===== src/tcm_defines.svh =====
// register offsets, field positions and reset values of the timer block
`ifndef TCM_DEFINES_SVH
`define TCM_DEFINES_SVH
`define TCM_A_CTRL 8'h00
`define TCM_A_TC 8'h04
`define TCM_A_PR 8'h08
`define TCM_A_PC 8'h0c
`define TCM_A_MCR 8'h10
`define TCM_A_MR0 8'h14
`define TCM_A_MR1 8'h18
`define TCM_A_MR2 8'h1c
`define TCM_A_MR3 8'h20
`define TCM_A_CCR 8'h24
`define TCM_A_CR0 8'h28
`define TCM_A_CR1 8'h2c
`define TCM_A_CR2 8'h30
`define TCM_A_CR3 8'h34
`define TCM_A_EMC 8'h38
`define TCM_A_EM 8'h3c
`define TCM_A_IST 8'h40
`define TCM_A_ICLR 8'h44
`define TCM_A_IEN 8'h48
`define TCM_A_CMASK 8'h4c
`define TCM_A_CAND 8'h50
`define TCM_A_MSEL 8'h54
`define TCM_CTRL_EN 0
`define TCM_CTRL_CRST 1
`define TCM_CTRL_MODE 3:2
`define TCM_CTRL_SRC 5:4
`define TCM_IST_MAT 3:0
`define TCM_IST_CAP 7:4
`define TCM_NCH 4
`define TCM_NPIN 8
`define TCM_CTRL_RV 6'h00
`define TCM_B8_RV 8'h00
`define TCM_B4_RV 4'h0
`define TCM_B16_RV 16'h0000
`define TCM_W_RV 32'h0000_0000
`define TCM_ONE32 32'h0000_0001
`endif


===== src/tcm_pkg.sv =====
// types shared by the timer block
`default_nettype none
package tcm_pkg;
    typedef enum logic [1:0] {MODE_TIMER, MODE_RISE, MODE_FALL, MODE_BOTH} tcm_mode_t;
    typedef enum logic [1:0] {EM_KEEP, EM_LOW, EM_HIGH, EM_TOGGLE} tcm_emact_t;
    typedef struct packed {
        logic stop;
        logic rst;
    } tcm_mcfg_t;
    typedef struct packed {
        logic fall;
        logic rise;
    } tcm_ccfg_t;
    typedef struct packed {
        logic cyc;
        logic stb;
        logic we;
        logic [3:0] sel;
        logic [7:0] adr;
        logic [31:0] dat;
    } tcm_wbreq_t;
endpackage : tcm_pkg
`default_nettype wire


===== src/tcm_pinmux.sv =====
// pin routing: capture pins combine by or/and, match outputs broadcast to pins
`timescale 1ns/10ps
`default_nettype none
`include "tcm_defines.svh"
module tcm_pinmux (
    input wire logic [7:0] cap_pins_i,
    input wire logic [31:0] mask_i,
    input wire logic [3:0] and_i,
    input wire logic [3:0] em_i,
    input wire logic [15:0] msel_i,
    output logic [3:0] cap_o,
    output logic [7:0] mat_o
);
    always_comb begin
        for (int i = 0; i < `TCM_NCH; i++) begin
            if (and_i[i]) begin
                cap_o[i] = (|mask_i[8*i +: 8]) && (&(cap_pins_i | ~mask_i[8*i +: 8]));
            end else begin
                cap_o[i] = |(cap_pins_i & mask_i[8*i +: 8]);
            end
        end
        for (int p = 0; p < `TCM_NPIN; p++) begin
            mat_o[p] = em_i[msel_i[2*p +: 2]];
        end
    end
endmodule : tcm_pinmux
`default_nettype wire


===== src/tcm_prescale.sv =====
// 32-bit prescale counter that wraps at the programmed limit
`timescale 1ns/10ps
`default_nettype none
`include "tcm_defines.svh"
module tcm_prescale (
    input wire logic clk_i,
    input wire logic rst_i,
    input wire logic tick_i,
    input wire logic clr_i,
    input wire logic [31:0] limit_i,
    output logic [31:0] count_o,
    output logic wrap_o
);
    assign wrap_o = tick_i && !clr_i && (count_o == limit_i);

    always_ff @(posedge clk_i) begin
        if (rst_i || clr_i) begin
            count_o <= `TCM_W_RV;
        end else if (wrap_o) begin
            count_o <= `TCM_W_RV;
        end else if (tick_i) begin
            count_o <= count_o + `TCM_ONE32;
        end
    end
endmodule : tcm_prescale
`default_nettype wire


===== src/tcm_timer.sv =====
// timer/counter with prescaler, capture, match and wishbone registers
// Contract
// a 32-bit counter advances through a programmable 32-bit prescaler.
// the counter counts clock cycles or edges of an external input, by mode.
// in event mode exactly one routed capture input is the count source.
// external events must come no faster than half the clock rate.
// capture inputs not used as count source still capture normally.
// four 32-bit capture registers snapshot the counter on an input edge.
// each capture event can raise an interrupt when enabled.
// four 32-bit match registers are compared against the counter.
// a match may let the counter run on, with optional interrupt.
// a match may stop the counter, with optional interrupt.
// a match may reset the counter, with optional interrupt.
// each match output goes low, high, toggles or holds on its match.
// several pins may feed one capture or carry one match, as or/and/broadcast.
// the counter steps when the prescaler reaches its limit and wraps to zero.
//
// Register access over Wishbone and the register addresses were decided locally.
`timescale 1ns/10ps
`default_nettype none
`include "tcm_defines.svh"
module tcm_timer (
    input wire logic clk_i,
    input wire logic rst_i,
    input wire logic wb_cyc_i,
    input wire logic wb_stb_i,
    input wire logic wb_we_i,
    input wire logic [3:0] wb_sel_i,
    input wire logic [7:0] wb_adr_i,
    input wire logic [31:0] wb_dat_i,
    output logic [31:0] wb_dat_o,
    output logic wb_ack_o,
    input wire logic [7:0] cap_pins_i,
    output logic [7:0] mat_pins_o,
    output logic irq_o
);
    tcm_pkg::tcm_wbreq_t req;
    logic [5:0] ctrl_r;
    logic [31:0] tc_r;
    logic [31:0] pr_r;
    logic [7:0] mcr_r;
    logic [31:0] mr_r [4];
    logic [7:0] ccr_r;
    logic [31:0] cr_r [4];
    logic [7:0] emc_r;
    logic [3:0] em_r;
    logic [3:0] em_nxt;
    logic [7:0] ist_r;
    logic [7:0] ist_nxt;
    logic [7:0] ien_r;
    logic [31:0] cmask_r;
    logic [3:0] cand_r;
    logic [15:0] msel_r;
    logic [3:0] cap_prev_r;
    logic [3:0] cap_sig;
    logic [7:0] mat_sig;
    logic [31:0] pc;
    logic [31:0] wdat;
    logic [31:0] rdat;
    logic [7:0] iclr;
    logic [3:0] hit;
    logic [3:0] rst_hit;
    logic [3:0] stop_hit;
    logic [3:0] cap_rise;
    logic [3:0] cap_fall;
    logic [3:0] cap_evt;
    logic src_now;
    logic src_prev;
    logic src_edge;
    logic tick;
    logic ps_wrap;
    logic acc;
    logic wr;
    tcm_pkg::tcm_mode_t mode;
    tcm_pkg::tcm_mcfg_t mcfg [4];
    tcm_pkg::tcm_ccfg_t ccfg [4];
    tcm_pkg::tcm_emact_t emact [4];

    function automatic logic [31:0] f_merge(input logic [31:0] old, input logic [31:0] nw,
                                            input logic [3:0] sel);
        logic [31:0] res;
        res = old;
        for (int b = 0; b < 4; b++) begin
            if (sel[b]) begin
                res[8*b +: 8] = nw[8*b +: 8];
            end
        end
        return res;
    endfunction : f_merge

    function automatic logic f_wr(input logic w, input logic [7:0] adr, input logic [7:0] a);
        return w && ({adr[7:2], 2'h0} == a);
    endfunction : f_wr

    // wishbone slave: ack one cycle after the request, writes commit with ack
    assign req = '{wb_cyc_i, wb_stb_i, wb_we_i, wb_sel_i, wb_adr_i, wb_dat_i};
    assign acc = req.cyc && req.stb;
    assign wr = acc && req.we && wb_ack_o;

    always_ff @(posedge clk_i) begin
        if (rst_i) begin
            wb_ack_o <= 1'b0;
        end else begin
            wb_ack_o <= acc && !wb_ack_o;
        end
    end

    always_comb begin
        unique case ({req.adr[7:2], 2'h0})
            `TCM_A_CTRL: rdat = {26'h0, ctrl_r};
            `TCM_A_TC: rdat = tc_r;
            `TCM_A_PR: rdat = pr_r;
            `TCM_A_PC: rdat = pc;
            `TCM_A_MCR: rdat = {24'h0, mcr_r};
            `TCM_A_MR0: rdat = mr_r[0];
            `TCM_A_MR1: rdat = mr_r[1];
            `TCM_A_MR2: rdat = mr_r[2];
            `TCM_A_MR3: rdat = mr_r[3];
            `TCM_A_CCR: rdat = {24'h0, ccr_r};
            `TCM_A_CR0: rdat = cr_r[0];
            `TCM_A_CR1: rdat = cr_r[1];
            `TCM_A_CR2: rdat = cr_r[2];
            `TCM_A_CR3: rdat = cr_r[3];
            `TCM_A_EMC: rdat = {24'h0, emc_r};
            `TCM_A_EM: rdat = {28'h0, em_r};
            `TCM_A_IST: rdat = {24'h0, ist_r};
            `TCM_A_IEN: rdat = {24'h0, ien_r};
            `TCM_A_CMASK: rdat = cmask_r;
            `TCM_A_CAND: rdat = {28'h0, cand_r};
            `TCM_A_MSEL: rdat = {16'h0, msel_r};
            default: rdat = `TCM_W_RV;
        endcase
    end

    always_ff @(posedge clk_i) begin
        if (rst_i) begin
            wb_dat_o <= `TCM_W_RV;
        end else if (acc && !wb_ack_o) begin
            wb_dat_o <= rdat;
        end
    end

    // configuration registers
    always_ff @(posedge clk_i) begin
        if (rst_i) begin
            pr_r <= `TCM_W_RV;
            mcr_r <= `TCM_B8_RV;
            ccr_r <= `TCM_B8_RV;
            emc_r <= `TCM_B8_RV;
            ien_r <= `TCM_B8_RV;
            cmask_r <= `TCM_W_RV;
            cand_r <= `TCM_B4_RV;
            msel_r <= `TCM_B16_RV;
            for (int i = 0; i < `TCM_NCH; i++) begin
                mr_r[i] <= `TCM_W_RV;
            end
        end else begin
            if (f_wr(wr, req.adr, `TCM_A_PR)) pr_r <= f_merge(pr_r, req.dat, req.sel);
            if (f_wr(wr, req.adr, `TCM_A_MCR)) mcr_r <= wdat[7:0];
            if (f_wr(wr, req.adr, `TCM_A_CCR)) ccr_r <= wdat[7:0];
            if (f_wr(wr, req.adr, `TCM_A_EMC)) emc_r <= wdat[7:0];
            if (f_wr(wr, req.adr, `TCM_A_IEN)) ien_r <= wdat[7:0];
            if (f_wr(wr, req.adr, `TCM_A_CMASK)) cmask_r <= wdat;
            if (f_wr(wr, req.adr, `TCM_A_CAND)) cand_r <= wdat[3:0];
            if (f_wr(wr, req.adr, `TCM_A_MSEL)) msel_r <= wdat[15:0];
            if (f_wr(wr, req.adr, `TCM_A_MR0)) mr_r[0] <= f_merge(mr_r[0], req.dat, req.sel);
            if (f_wr(wr, req.adr, `TCM_A_MR1)) mr_r[1] <= f_merge(mr_r[1], req.dat, req.sel);
            if (f_wr(wr, req.adr, `TCM_A_MR2)) mr_r[2] <= f_merge(mr_r[2], req.dat, req.sel);
            if (f_wr(wr, req.adr, `TCM_A_MR3)) mr_r[3] <= f_merge(mr_r[3], req.dat, req.sel);
        end
    end

    assign wdat = f_merge(rdat, req.dat, req.sel);
    assign iclr = f_wr(wr, req.adr, `TCM_A_ICLR) ? (req.dat[7:0] & {8{req.sel[0]}}) : 8'h00;

    // control: enable, counter reset, mode, count source; a stop match wins
    always_ff @(posedge clk_i) begin
        if (rst_i) begin
            ctrl_r <= `TCM_CTRL_RV;
        end else begin
            if (f_wr(wr, req.adr, `TCM_A_CTRL)) begin
                ctrl_r <= wdat[5:0];
            end
            if (|stop_hit) begin
                ctrl_r[`TCM_CTRL_EN] <= 1'b0;
            end
        end
    end

    // pin routing
    tcm_pinmux u_pinmux (
        .cap_pins_i(cap_pins_i),
        .mask_i(cmask_r),
        .and_i(cand_r),
        .em_i(em_r),
        .msel_i(msel_r),
        .cap_o(cap_sig),
        .mat_o(mat_sig)
    );

    // edges of routed capture inputs
    always_ff @(posedge clk_i) begin
        if (rst_i) begin
            cap_prev_r <= `TCM_B4_RV;
        end else begin
            cap_prev_r <= cap_sig;
        end
    end

    always_comb begin
        for (int i = 0; i < `TCM_NCH; i++) begin
            mcfg[i] = tcm_pkg::tcm_mcfg_t'(mcr_r[2*i +: 2]);
            ccfg[i] = tcm_pkg::tcm_ccfg_t'(ccr_r[2*i +: 2]);
            emact[i] = tcm_pkg::tcm_emact_t'(emc_r[2*i +: 2]);
        end
    end

    assign cap_rise = cap_sig & ~cap_prev_r;
    assign cap_fall = ~cap_sig & cap_prev_r;
    assign mode = tcm_pkg::tcm_mode_t'(ctrl_r[`TCM_CTRL_MODE]);
    assign src_now = cap_sig[ctrl_r[`TCM_CTRL_SRC]];
    assign src_prev = cap_prev_r[ctrl_r[`TCM_CTRL_SRC]];

    always_comb begin
        unique case (mode)
            tcm_pkg::MODE_TIMER: src_edge = 1'b1;
            tcm_pkg::MODE_RISE: src_edge = src_now && !src_prev;
            tcm_pkg::MODE_FALL: src_edge = !src_now && src_prev;
            tcm_pkg::MODE_BOTH: src_edge = src_now != src_prev;
        endcase
    end

    assign tick = ctrl_r[`TCM_CTRL_EN] && !ctrl_r[`TCM_CTRL_CRST] && src_edge;

    tcm_prescale u_prescale (
        .clk_i(clk_i),
        .rst_i(rst_i),
        .tick_i(tick),
        .clr_i(ctrl_r[`TCM_CTRL_CRST]),
        .limit_i(pr_r),
        .count_o(pc),
        .wrap_o(ps_wrap)
    );

    // match compare, sampled as the counter is about to step
    always_comb begin
        for (int i = 0; i < `TCM_NCH; i++) begin
            hit[i] = ps_wrap && (tc_r == mr_r[i]);
            rst_hit[i] = hit[i] && mcfg[i].rst;
            stop_hit[i] = hit[i] && mcfg[i].stop;
            cap_evt[i] = (ccfg[i].rise && cap_rise[i]) || (ccfg[i].fall && cap_fall[i]);
        end
    end

    always_ff @(posedge clk_i) begin
        if (rst_i) begin
            tc_r <= `TCM_W_RV;
        end else if (ctrl_r[`TCM_CTRL_CRST]) begin
            tc_r <= `TCM_W_RV;
        end else if (f_wr(wr, req.adr, `TCM_A_TC)) begin
            tc_r <= f_merge(tc_r, req.dat, req.sel);
        end else if (|rst_hit) begin
            tc_r <= `TCM_W_RV;
        end else if (ps_wrap) begin
            tc_r <= tc_r + `TCM_ONE32;
        end
    end

    // capture snapshots
    always_ff @(posedge clk_i) begin
        if (rst_i) begin
            for (int i = 0; i < `TCM_NCH; i++) begin
                cr_r[i] <= `TCM_W_RV;
            end
        end else begin
            for (int i = 0; i < `TCM_NCH; i++) begin
                if (cap_evt[i]) cr_r[i] <= tc_r;
            end
        end
    end

    // external match states; a low, high or toggle match overrides a bus write in the same cycle
    always_comb begin
        em_nxt = f_wr(wr, req.adr, `TCM_A_EM) ? wdat[3:0] : em_r;
        for (int i = 0; i < `TCM_NCH; i++) begin
            if (hit[i]) begin
                unique case (emact[i])
                    tcm_pkg::EM_KEEP: em_nxt[i] = em_nxt[i];
                    tcm_pkg::EM_LOW: em_nxt[i] = 1'b0;
                    tcm_pkg::EM_HIGH: em_nxt[i] = 1'b1;
                    tcm_pkg::EM_TOGGLE: em_nxt[i] = !em_r[i];
                endcase
            end
        end
    end

    always_ff @(posedge clk_i) begin
        if (rst_i) begin
            em_r <= `TCM_B4_RV;
            mat_pins_o <= `TCM_B8_RV;
        end else begin
            em_r <= em_nxt;
            mat_pins_o <= mat_sig;
        end
    end

    // sticky status, set wins over clear; enabled bits drive the interrupt
    assign ist_nxt = (ist_r & ~iclr) | {cap_evt, hit};

    always_ff @(posedge clk_i) begin
        if (rst_i) begin
            ist_r <= `TCM_B8_RV;
            irq_o <= 1'b0;
        end else begin
            ist_r <= ist_nxt;
            irq_o <= |(ist_r & ien_r);
        end
    end
endmodule : tcm_timer
`default_nettype wire


===== config.mk =====
export PLATFORM = sky130hd
export DESIGN_NAME = tcm_timer
export DESIGN_NICKNAME = d
export VERILOG_FILES = /design/src/tcm_pkg.sv /design/src/tcm_pinmux.sv /design/src/tcm_prescale.sv /design/src/tcm_timer.sv
export VERILOG_INCLUDE_DIRS = /design/src /design/src/src
export SDC_FILE = /design/constraint.sdc
export NUM_CORES = 1
export LEC_CHECK = 0
export ABC_CLOCK_PERIOD_IN_PS = 6100
export BUFFER_PORTS_ARGS = -buffer_cell sky130_fd_sc_hd__buf_2
export CORE_MARGIN = 5
export CORE_UTILIZATION = 30
export DETAILED_ROUTE_END_ITERATION = 6
export MAX_ROUTING_LAYER = met4
export PLACE_DENSITY = 0.44
export SETUP_SLACK_MARGIN = 0.2
export SLEW_MARGIN = 20
export SYNTH_ARGS = -nofsm -noshare
export SYNTH_HDL_FRONTEND = slang
export SYNTH_HIERARCHICAL = 1
export SYNTH_SLANG_ARGS = --single-unit

===== constraint.sdc =====
create_clock -name clk_i -period 6.1 [get_ports clk_i]
set_input_delay 1.22 -clock clk_i [delete_from_list [all_inputs] [get_ports clk_i]]
set_output_delay 1.22 -clock clk_i [all_outputs]
set_load 0.03 [all_outputs]

==> results by group, run 1 <==
GRT
  – Initial antenna violation count: 9
  – Maximum number of pins on one net before global-route repair: just over 70
  – Wire length of the first global-routing pass: roughly 180000 µm
  – Vias in the first global route: between 20k and 25k
  – Overall Global Routing Usage: between 20% and 30%
  – Final global-route overflow total: 0

Yosys
  – Cell taking the most area after synthesis: edfxtp_1
  – Number of storage elements in the synthesis netlist: 500
  – Top cells by area in the synthesized netlist: edfxtp_1, dfxtp_1, nand3_1
  – Synthesized area per cell: just over 9 µm²
  – Post-synth cell types: 82
  – Yosys warnings: 6
  – Fraction of registers with async set or reset after synthesis: 0%
  – Area fraction of the dominant cell type after synthesis: about 29%
  – Most frequent cells after synthesis: nand3_1, nand2_1, edfxtp_1
  – Total nets after synthesis: approximately 3k
  – Netlist area before placement: ~0.027 mm²
  – Post-synth EDFFs: about 260
  – Number of standard cells after synthesis: between 2k and 3k
  – Primary flip-flop cell chosen by synthesis mapping: edfxtp_1
  – Register area share after synthesis: 47.1%
  – Cell with the most instances after synthesis: nand3_1

Hold path
  – Class of the tightest hold or removal check: flip-flop to flip-flop
  – Cell depth of the worst hold path: 2

STA
  – Setup repair after global routing missed its margin: false
  – Relative slew slack: between 20% and 30%
  – Final worst path period share: 91.6%
  – Number of pins exceeding their max-slew limit in the final report: 0
  – Final clock skew: just over 0.02 ns
  – Summed negative setup slack over all endpoints: 0 ns
  – Achievable clock frequency: ~180 MHz
  – Final-report setup violation count: 0
  – Post-layout minimum cycle time: approximately 5.6 ns
  – Least setup slack across all paths after layout: 0.513 ns
  – Worst-margin pin slew: between 1 and 1.5 ns
  – Number of hold violations in the final report: 0

Routing
  – Routed length per placed instance: approximately 31 µm
  – Routed Wire Length: approximately 130000 µm
  – Via density per instance: approximately 5.9
  – Number of DRC violations after detailed routing: 1
  – DRC marker count from the first detailed-route iteration: just under 3k
  – Number of antenna-violating nets in the routed design: 0
  – Total number of vias: ~24k
  – Number of optimization iterations in the first detailed-route pass: 7

Floorplan
  – Std-Cell Core Area: ~0.088 mm²
  – Die Footprint: ~0.095 mm²
  – Core Rows: approximately 110
  – Die width: between 300 and 400 µm
  – IO Count: between 90 and 100
  – Initial core utilization: about 30%
  – Vertical die dimension: between 300 and 400 µm

Clocking
  – Post-CTS Hold Fix Bufs: 0
  – Sink Count: 500
  – Setup bufs post-CTS: 0
  – Number of clock buffers inserted by TritonCTS: 60
  – Skew-Pair Late Insertion Delay: approximately 0.65 ns
  – Clock Path Buffers: 3
  – Number of levels the H-tree was split into: 2
  – CTS clock-pin slew for the worst setup and hold paths: roughly 0.06 ns
  – Root buffer cell: clkbuf_16
  – Clock tree from TritonCTS: built
  – Post-CTS resize count: 0

Worst setup path
  – Critical path's slowest cell: mux4_2
  – Arrival @ worst endpoint: between 6 and 7 ns
  – CP cell instances: buf_2, a22oi_1, a41oi_1, a41o_1, mux4_2, ha_1, nand2_1, o21ai_0, a2111oi_2, buf_4, nor3b_1, nand4_1, nor3_1, o21ai_0, a2111oi_0, and4_1, a222oi_1, buf_12, a32oi_1, o32ai_1
  – Data required time at the worst endpoint: 6.60 ns
  – Nature of the critical path endpoint: flip-flop
  – Startpoint Class: input pin
  – Longest individual stage delay on the worst path: about 0.51 ns
  – Cell repeated most along the worst path: o21ai_0
  – Critical-path maximum fanout: 44
  – Depth of the most critical reg-to-reg path: 19
  – Critical path class: input pin to flip-flop

Run status
  – Violations in the final reports: DRC
  – Run status: finished with violations

Finish
  – Share of layout cells above drive strength 1: between 10% and 20%
  – Nets@finish: between 2k and 3k
  – Number of fill cells in the layout: approximately 9k
  – Non-filler cells, final: roughly 4.1k
  – Multi-input gate area in the final layout: between 0.01 and 0.015 mm²
  – Area used by sequential logic in the layout: 0.0126 mm²
  – Growth of design area from synthesis to finish: 13.1%

Placed design
  – Weighted congestion reported at the end of routability-driven placement: around 1
  – Cell total after placement: ~4k
  – Placement-stage worst setup slack: 0.0142 ns
  – Dpl hpwl: between 90000 and 100000 µm
  – Number of I/O port buffers: 96

Power and ir drop
  – IR drop worst, VDD: roughly 0.25 mV
  – Leak pwr: 10.7 nW
  – Pwr per Cell Area: ~260 mW/mm²

Run
  – Count of max-cap constraint violations: 0
[sequential cells by signal (all words and copies together), names as in the netlist]
register,flops
mat_pins_o,8
u_prescale/count_o,32
ctrl_r,6
em_r,4
cr_r,128
ccr_r,8
msel_r,16
pr_r,32
mr_r,128
ist_r,8
wb_ack_o,1
cand_r,4
tc_r,32
emc_r,8
cap_prev_r,4
ien_r,8
cmask_r,32
irq_o,1
wb_dat_o,32
mcr_r,8
[cell type report]
type / instances / area share, %
Multi-Input combinational cell: 2111 / 43.4
Clock inverter: 36 / 0.970
Tap cell: 1165 / 4.83
Sequential cell: 500 / 41.7
Inverter: 30 / 0.373
Antenna cell: 1 / 0.00829
Clock buffer: 76 / 5.45
Timing Repair Buffer: 160 / 3.30
[placed cells by master, fill, tap and decap left out, types with 15 or more instances in the layout]
cell type    n
and3_1      46
mux2i_1     26
nor2b_1     50
buf_4       62
a32oi_1     19
nand4_1    110
nand2_1    261
nor2_1     135
clkbuf_16   62
edfxtp_1   256
xnor2_1     81
a22oi_1     76
nor4_1      64
inv_1       29
o21ai_0     42
xor2_1     104
a31oi_1     35
nand2b_1    15
buf_2       95
clkinv_2    21
a211oi_1    22
and2_1     250
a21o_1      16
nand3_1    369
nor3_1      68
a21oi_1    140
dfxtp_1    244
[path summary, 6_finish.rpt]
kind,from,slack (ns),end
min reg2reg,pr_r[22],0.49,pr_r[22]
max reg2reg,cmask_r[9],0.57,tc_r[10]
min,pr_r[22],0.49,pr_r[22]
max,cap_pins_i[0],0.51,tc_r[10]
[layer usage]
| metal | global-route usage (%) | up-vias | wire, µm |
|---|---|---|---|
| li1 | - | 10504 | - |
| met1 | 35.5 | 12011 | 53400 |
| met2 | 38.8 | 1244 | 55100 |
| met3 | 4.68 | 265 | 10700 |
| met4 | 11.9 | 0 | 6920 |
| met5 | - | - | 0 |
[cells by family after synthesis]
logic type	count (synthesis)	share of synthesized area, %
AO/OA/AOI/OAI	439	11.5
XOR/XNOR	185	6.07
adder cells (fa/ha/maj)	4	0.188
buffers and inverters	268	4.34
flip-flops	500	47.1
multiplexers	36	1.82
AND/OR/NAND/NOR	1447	29.0
[stage by stage]
stage	utilization, %	hold WS, ns	cell area (µm²)	power (mW)
after floorplan	-	0.445	26700	3.94
after global placement	31.9	0.470	28200	4.19
after detailed placement	31.9	0.478	28200	4.20
after CTS	34.1	0.486	30200	7.79
after global routing	34.1	0.501	30200	7.96
final	34.1	0.488	30200	7.74
[critical path: cells and delay by family]
kind	cells	cell delay (ns)
AO/OA/AOI/OAI	10	2.26
adder cells (fa/ha/maj)	1	0.29
buffers and inverters	3	0.67
multiplexers	1	0.51
AND/OR/NAND/NOR	5	1.12
[report_power, final]
| part | total, mW | internal (mW) | switching [mW] |
|---|---|---|---|
| Clock | 3.60 | 2.07 | 1.54 |
| Sequential | 3.65 | 3.60 | 0.0519 |
| Combinational | 0.483 | 0.0983 | 0.385 |
| Total | 7.74 | 5.76 | 1.97 |
Note: power is estimated with default switching activity, not from simulation.
==> run 2, diff against run 1 <==
--- a/config.mk
+++ b/config.mk
@@ -7,7 +7,7 @@
 export NUM_CORES = 1
 export LEC_CHECK = 0
 export ABC_CLOCK_PERIOD_IN_PS = 6100
-export BUFFER_PORTS_ARGS = -buffer_cell sky130_fd_sc_hd__buf_2
+export BUFFER_PORTS_ARGS = -buffer_cell sky130_fd_sc_hd__buf_4
 export CORE_MARGIN = 5
 export CORE_UTILIZATION = 30
 export DETAILED_ROUTE_END_ITERATION = 6
==> results by group, run 2 (synthesis gave the netlist of run 1 again) <==
Run status
  – Run status: finished clean (was finished with violations)

GRT
  – Overall Global Routing Usage: 26.1% (was 26.4%)
  – Final global-route overflow total: 0 (unchanged)
  – Initial antenna violation count: 7 (was 9)
  – Wire length of the first global-routing pass: 175000 µm (was 176000 µm)
  – Maximum number of pins on one net before global-route repair: 83 (was 71)
  – Vias in the first global route: 22.6k (was 22.9k)

Finish
  – Multi-input gate area in the final layout: 0.0131 mm² (about the same)
  – Commonest cells after routing, fill and taps aside: nand3_1, nand2_1, edfxtp_1 (unchanged)
  – Growth of design area from synthesis to finish: 14.3% (was 13.1%)
  – Number of fill cells in the layout: 9090 (was 9069)
  – Area used by sequential logic in the layout: 0.0126 mm² (unchanged)
  – Layout Utilization: 34.5% (was 34.1%)
  – Share of layout cells above drive strength 1: 11.1% (was 11.3%)
  – Registers with the most flip-flops: cr_r (128), mr_r (128) (unchanged)
  – Most frequent standard cell in the layout excluding fill and tap cells: nand3_1 (unchanged)
  – Nets@finish: 2918 (was 2924)

Clocking
  – Post-CTS Hold Fix Bufs: 0 (unchanged)
  – Setup bufs post-CTS: 0 (unchanged)
  – Root buffer cell: clkbuf_16 (unchanged)
  – Skew-Pair Late Insertion Delay: 0.64 ns (was 0.65 ns)
  – CTS clock-pin slew for the worst setup and hold paths: 0.06 ns (about the same)
  – Clock tree from TritonCTS: built (unchanged)
  – Number of clock buffers inserted by TritonCTS: 60 (unchanged)
  – Clock Path Buffers: 3 (unchanged)
  – Number of levels the H-tree was split into: 2 (unchanged)
  – Sink Count: 500 (unchanged)
  – Post-CTS resize count: 0 (unchanged)

STA
  – Number of hold violations in the final report: 0 (unchanged)
  – Post-layout minimum cycle time: 5.53 ns (was 5.59 ns)
  – Achievable clock frequency: 181 MHz (was 179 MHz)
  – Number of pins exceeding their max-slew limit in the final report: 0 (unchanged)
  – Final clock skew: 0.0244 ns (was 0.0203 ns)
  – Final-report setup violation count: 0 (unchanged)
  – Setup repair after global routing missed its margin: false (unchanged)
  – Worst-margin pin slew: 1.23 ns (was 1.19 ns)
  – Final worst path period share: 90.7% (was 91.6%)
  – Summed negative setup slack over all endpoints: 0 ns (unchanged)
  – Worst Hold Slack: 0.490 ns (was 0.488 ns)
  – Relative slew slack: 18.3% (was 20.2%)

Routing
  – Total number of vias: 23.9k (was 24.0k)
  – Met3 wire length: 9850 µm (was 10700 µm)
  – Met1 wire length: 54200 µm (was 53400 µm)
  – WL met2: 55700 µm (was 55100 µm)
  – Via density per instance: 5.85 (was 5.89)
  – Number of DRC violations after detailed routing: 0 (was 1)
  – Uppermost layer routed: met4 (unchanged)
  – Number of antenna-violating nets in the routed design: 0 (unchanged)
  – Routed Wire Length: 125000 µm (was 126000 µm)
  – DRC marker count from the first detailed-route iteration: 2931 (was 2921)
  – Number of optimization iterations in the first detailed-route pass: 6 (was 7)
  – Routed length per placed instance: 30.7 µm (was 30.9 µm)

Worst setup path
  – Critical-path maximum fanout: 44 (unchanged)
  – Source of the critical timing path: cap_pins_i[1] (was cap_pins_i[0])
  – Nature of the critical path endpoint: flip-flop (unchanged)
  – Critical path capture point: tc_r[0] (was tc_r[10])
  – Startpoint Class: input pin (unchanged)
  – Total number of cells along the worst setup path: 20 (unchanged)
  – Kind of cell adding the most delay to the critical path: compound AO/OA/AOI/OAI gates (unchanged)
  – Critical path class: input pin to flip-flop (unchanged)
  – Longest individual stage delay on the worst path: 0.51 ns (about the same)
  – Arrival @ worst endpoint: 6.04 ns (was 6.08 ns)
  – Worst R2R End: tc_r[0] (was tc_r[10])
  – Reg-to-reg slack, setup: 0.70 ns (was 0.57 ns)
  – Data required time at the worst endpoint: 6.60 ns (about the same)
  – WP buf/inv: 3 (unchanged)
  – Depth of the most critical reg-to-reg path: 19 (unchanged)
  – Critical path's slowest cell: mux4_2 (unchanged)
  – CP cell instances: buf_4, a22oi_1, a41oi_1, a41o_1, mux4_2, ha_1, nand2_1, o21ai_0, a2111oi_2, buf_4, nor3b_1, nand4_1, nor3_1, o21ai_0, a2111oi_0, and4_1, a222oi_1, buf_12, a32oi_1, a21oi_1 (was buf_2, a22oi_1, a41oi_1, a41o_1, mux4_2, ha_1, nand2_1, o21ai_0, a2111oi_2, buf_4, nor3b_1, nand4_1, nor3_1, o21ai_0, a2111oi_0, and4_1, a222oi_1, buf_12, a32oi_1, o32ai_1)
  – Worst reg2reg startpoint: cmask_r[9] (unchanged)

Hold path
  – Startpoint of the most critical hold path: pr_r[5] (was pr_r[22])
  – Class of the tightest hold or removal check: flip-flop to flip-flop (unchanged)

Power and ir drop
  – IR drop worst, VDD: 0.205 mV (was 0.251 mV)
  – Pwr per Cell Area: 259 mW/mm² (was 256 mW/mm²)
  – Power Total: 7.89 mW (was 7.74 mW)
  – Leak pwr: 10.8 nW (was 10.7 nW)

Placed design
  – Weighted congestion reported at the end of routability-driven placement: 0.994 (was 0.992)
  – Number of I/O port buffers: 96 (unchanged)
  – Dpl hpwl: 92300 µm (was 92500 µm)

Floorplan
  – Die width: 308 µm (unchanged)
  – Die Footprint: 0.0950 mm² (unchanged)
  – IO Count: 99 (unchanged)
  – Std-Cell Core Area: 0.0884 mm² (unchanged)
  – Vertical die dimension: 308 µm (unchanged)
  – Initial core utilization: 30.2% (unchanged)
  – Core Rows: 109 (unchanged)

Run
  – Count of max-cap constraint violations: 0 (unchanged)
-- run 2: power by group --
part           switching (mW)  leakage, nW  total [mW]  internal, mW
logic                   0.386         5.16       0.501         0.116
registers              0.0514         4.61        3.65          3.60
clock network            1.54         1.01        3.74          2.20
-- run 2: tightest hold or removal path: cells and delay by family (launching register included) --
kind               cells  cell delay [ns]
DFF                    1             0.33
and+or+nand+nor        1             0.06
AOI/OAI and AO/OA      1             0.06
-- run 2: metal layers --
metal  track usage (%)  vias to the layer above
met5                 -                        -
li1                  -                    10490
met2              39.3                     1174
met3              3.98                      215
met1              35.8                    11991
met4              9.80                        0
-- run 2: worst min-delay path by stage --
stage / slack, ns / cells after the start / endpoint
after floorplan: 0.45 / 2 / ccr_r[7]
after global placement: 0.47 / 2 / msel_r[7]
after detailed placement: 0.48 / 2 / pr_r[5]
after CTS: 0.49 / 2 / pr_r[5]
after global routing: 0.50 / 2 / pr_r[18]
final: 0.49 / 2 / pr_r[5]
-- run 2: through the flow --
step | worst slack, ns | std cells | instance area [µm²]
final | 0.566 | 4078 | 30500
after global routing | 0.305 | 4072 | 30500
after CTS | 0.676 | 4071 | 30500
after detailed placement | 0.0413 | 3960 | 28400
after global placement | 0.0712 | 3960 | 28400
after floorplan | 0.696 | 2879 | 26700
-- run 2: cell type report --
type                            count  area share [%]
Antenna cell                        7          0.0575
Clock buffer                       82            5.84
Clock inverter                     29           0.858
Inverter                           30           0.369
Multi-Input combinational cell   2111            43.0
Sequential cell                   500            41.2
Tap cell                         1165            4.78
Timing Repair Buffer              154            3.90
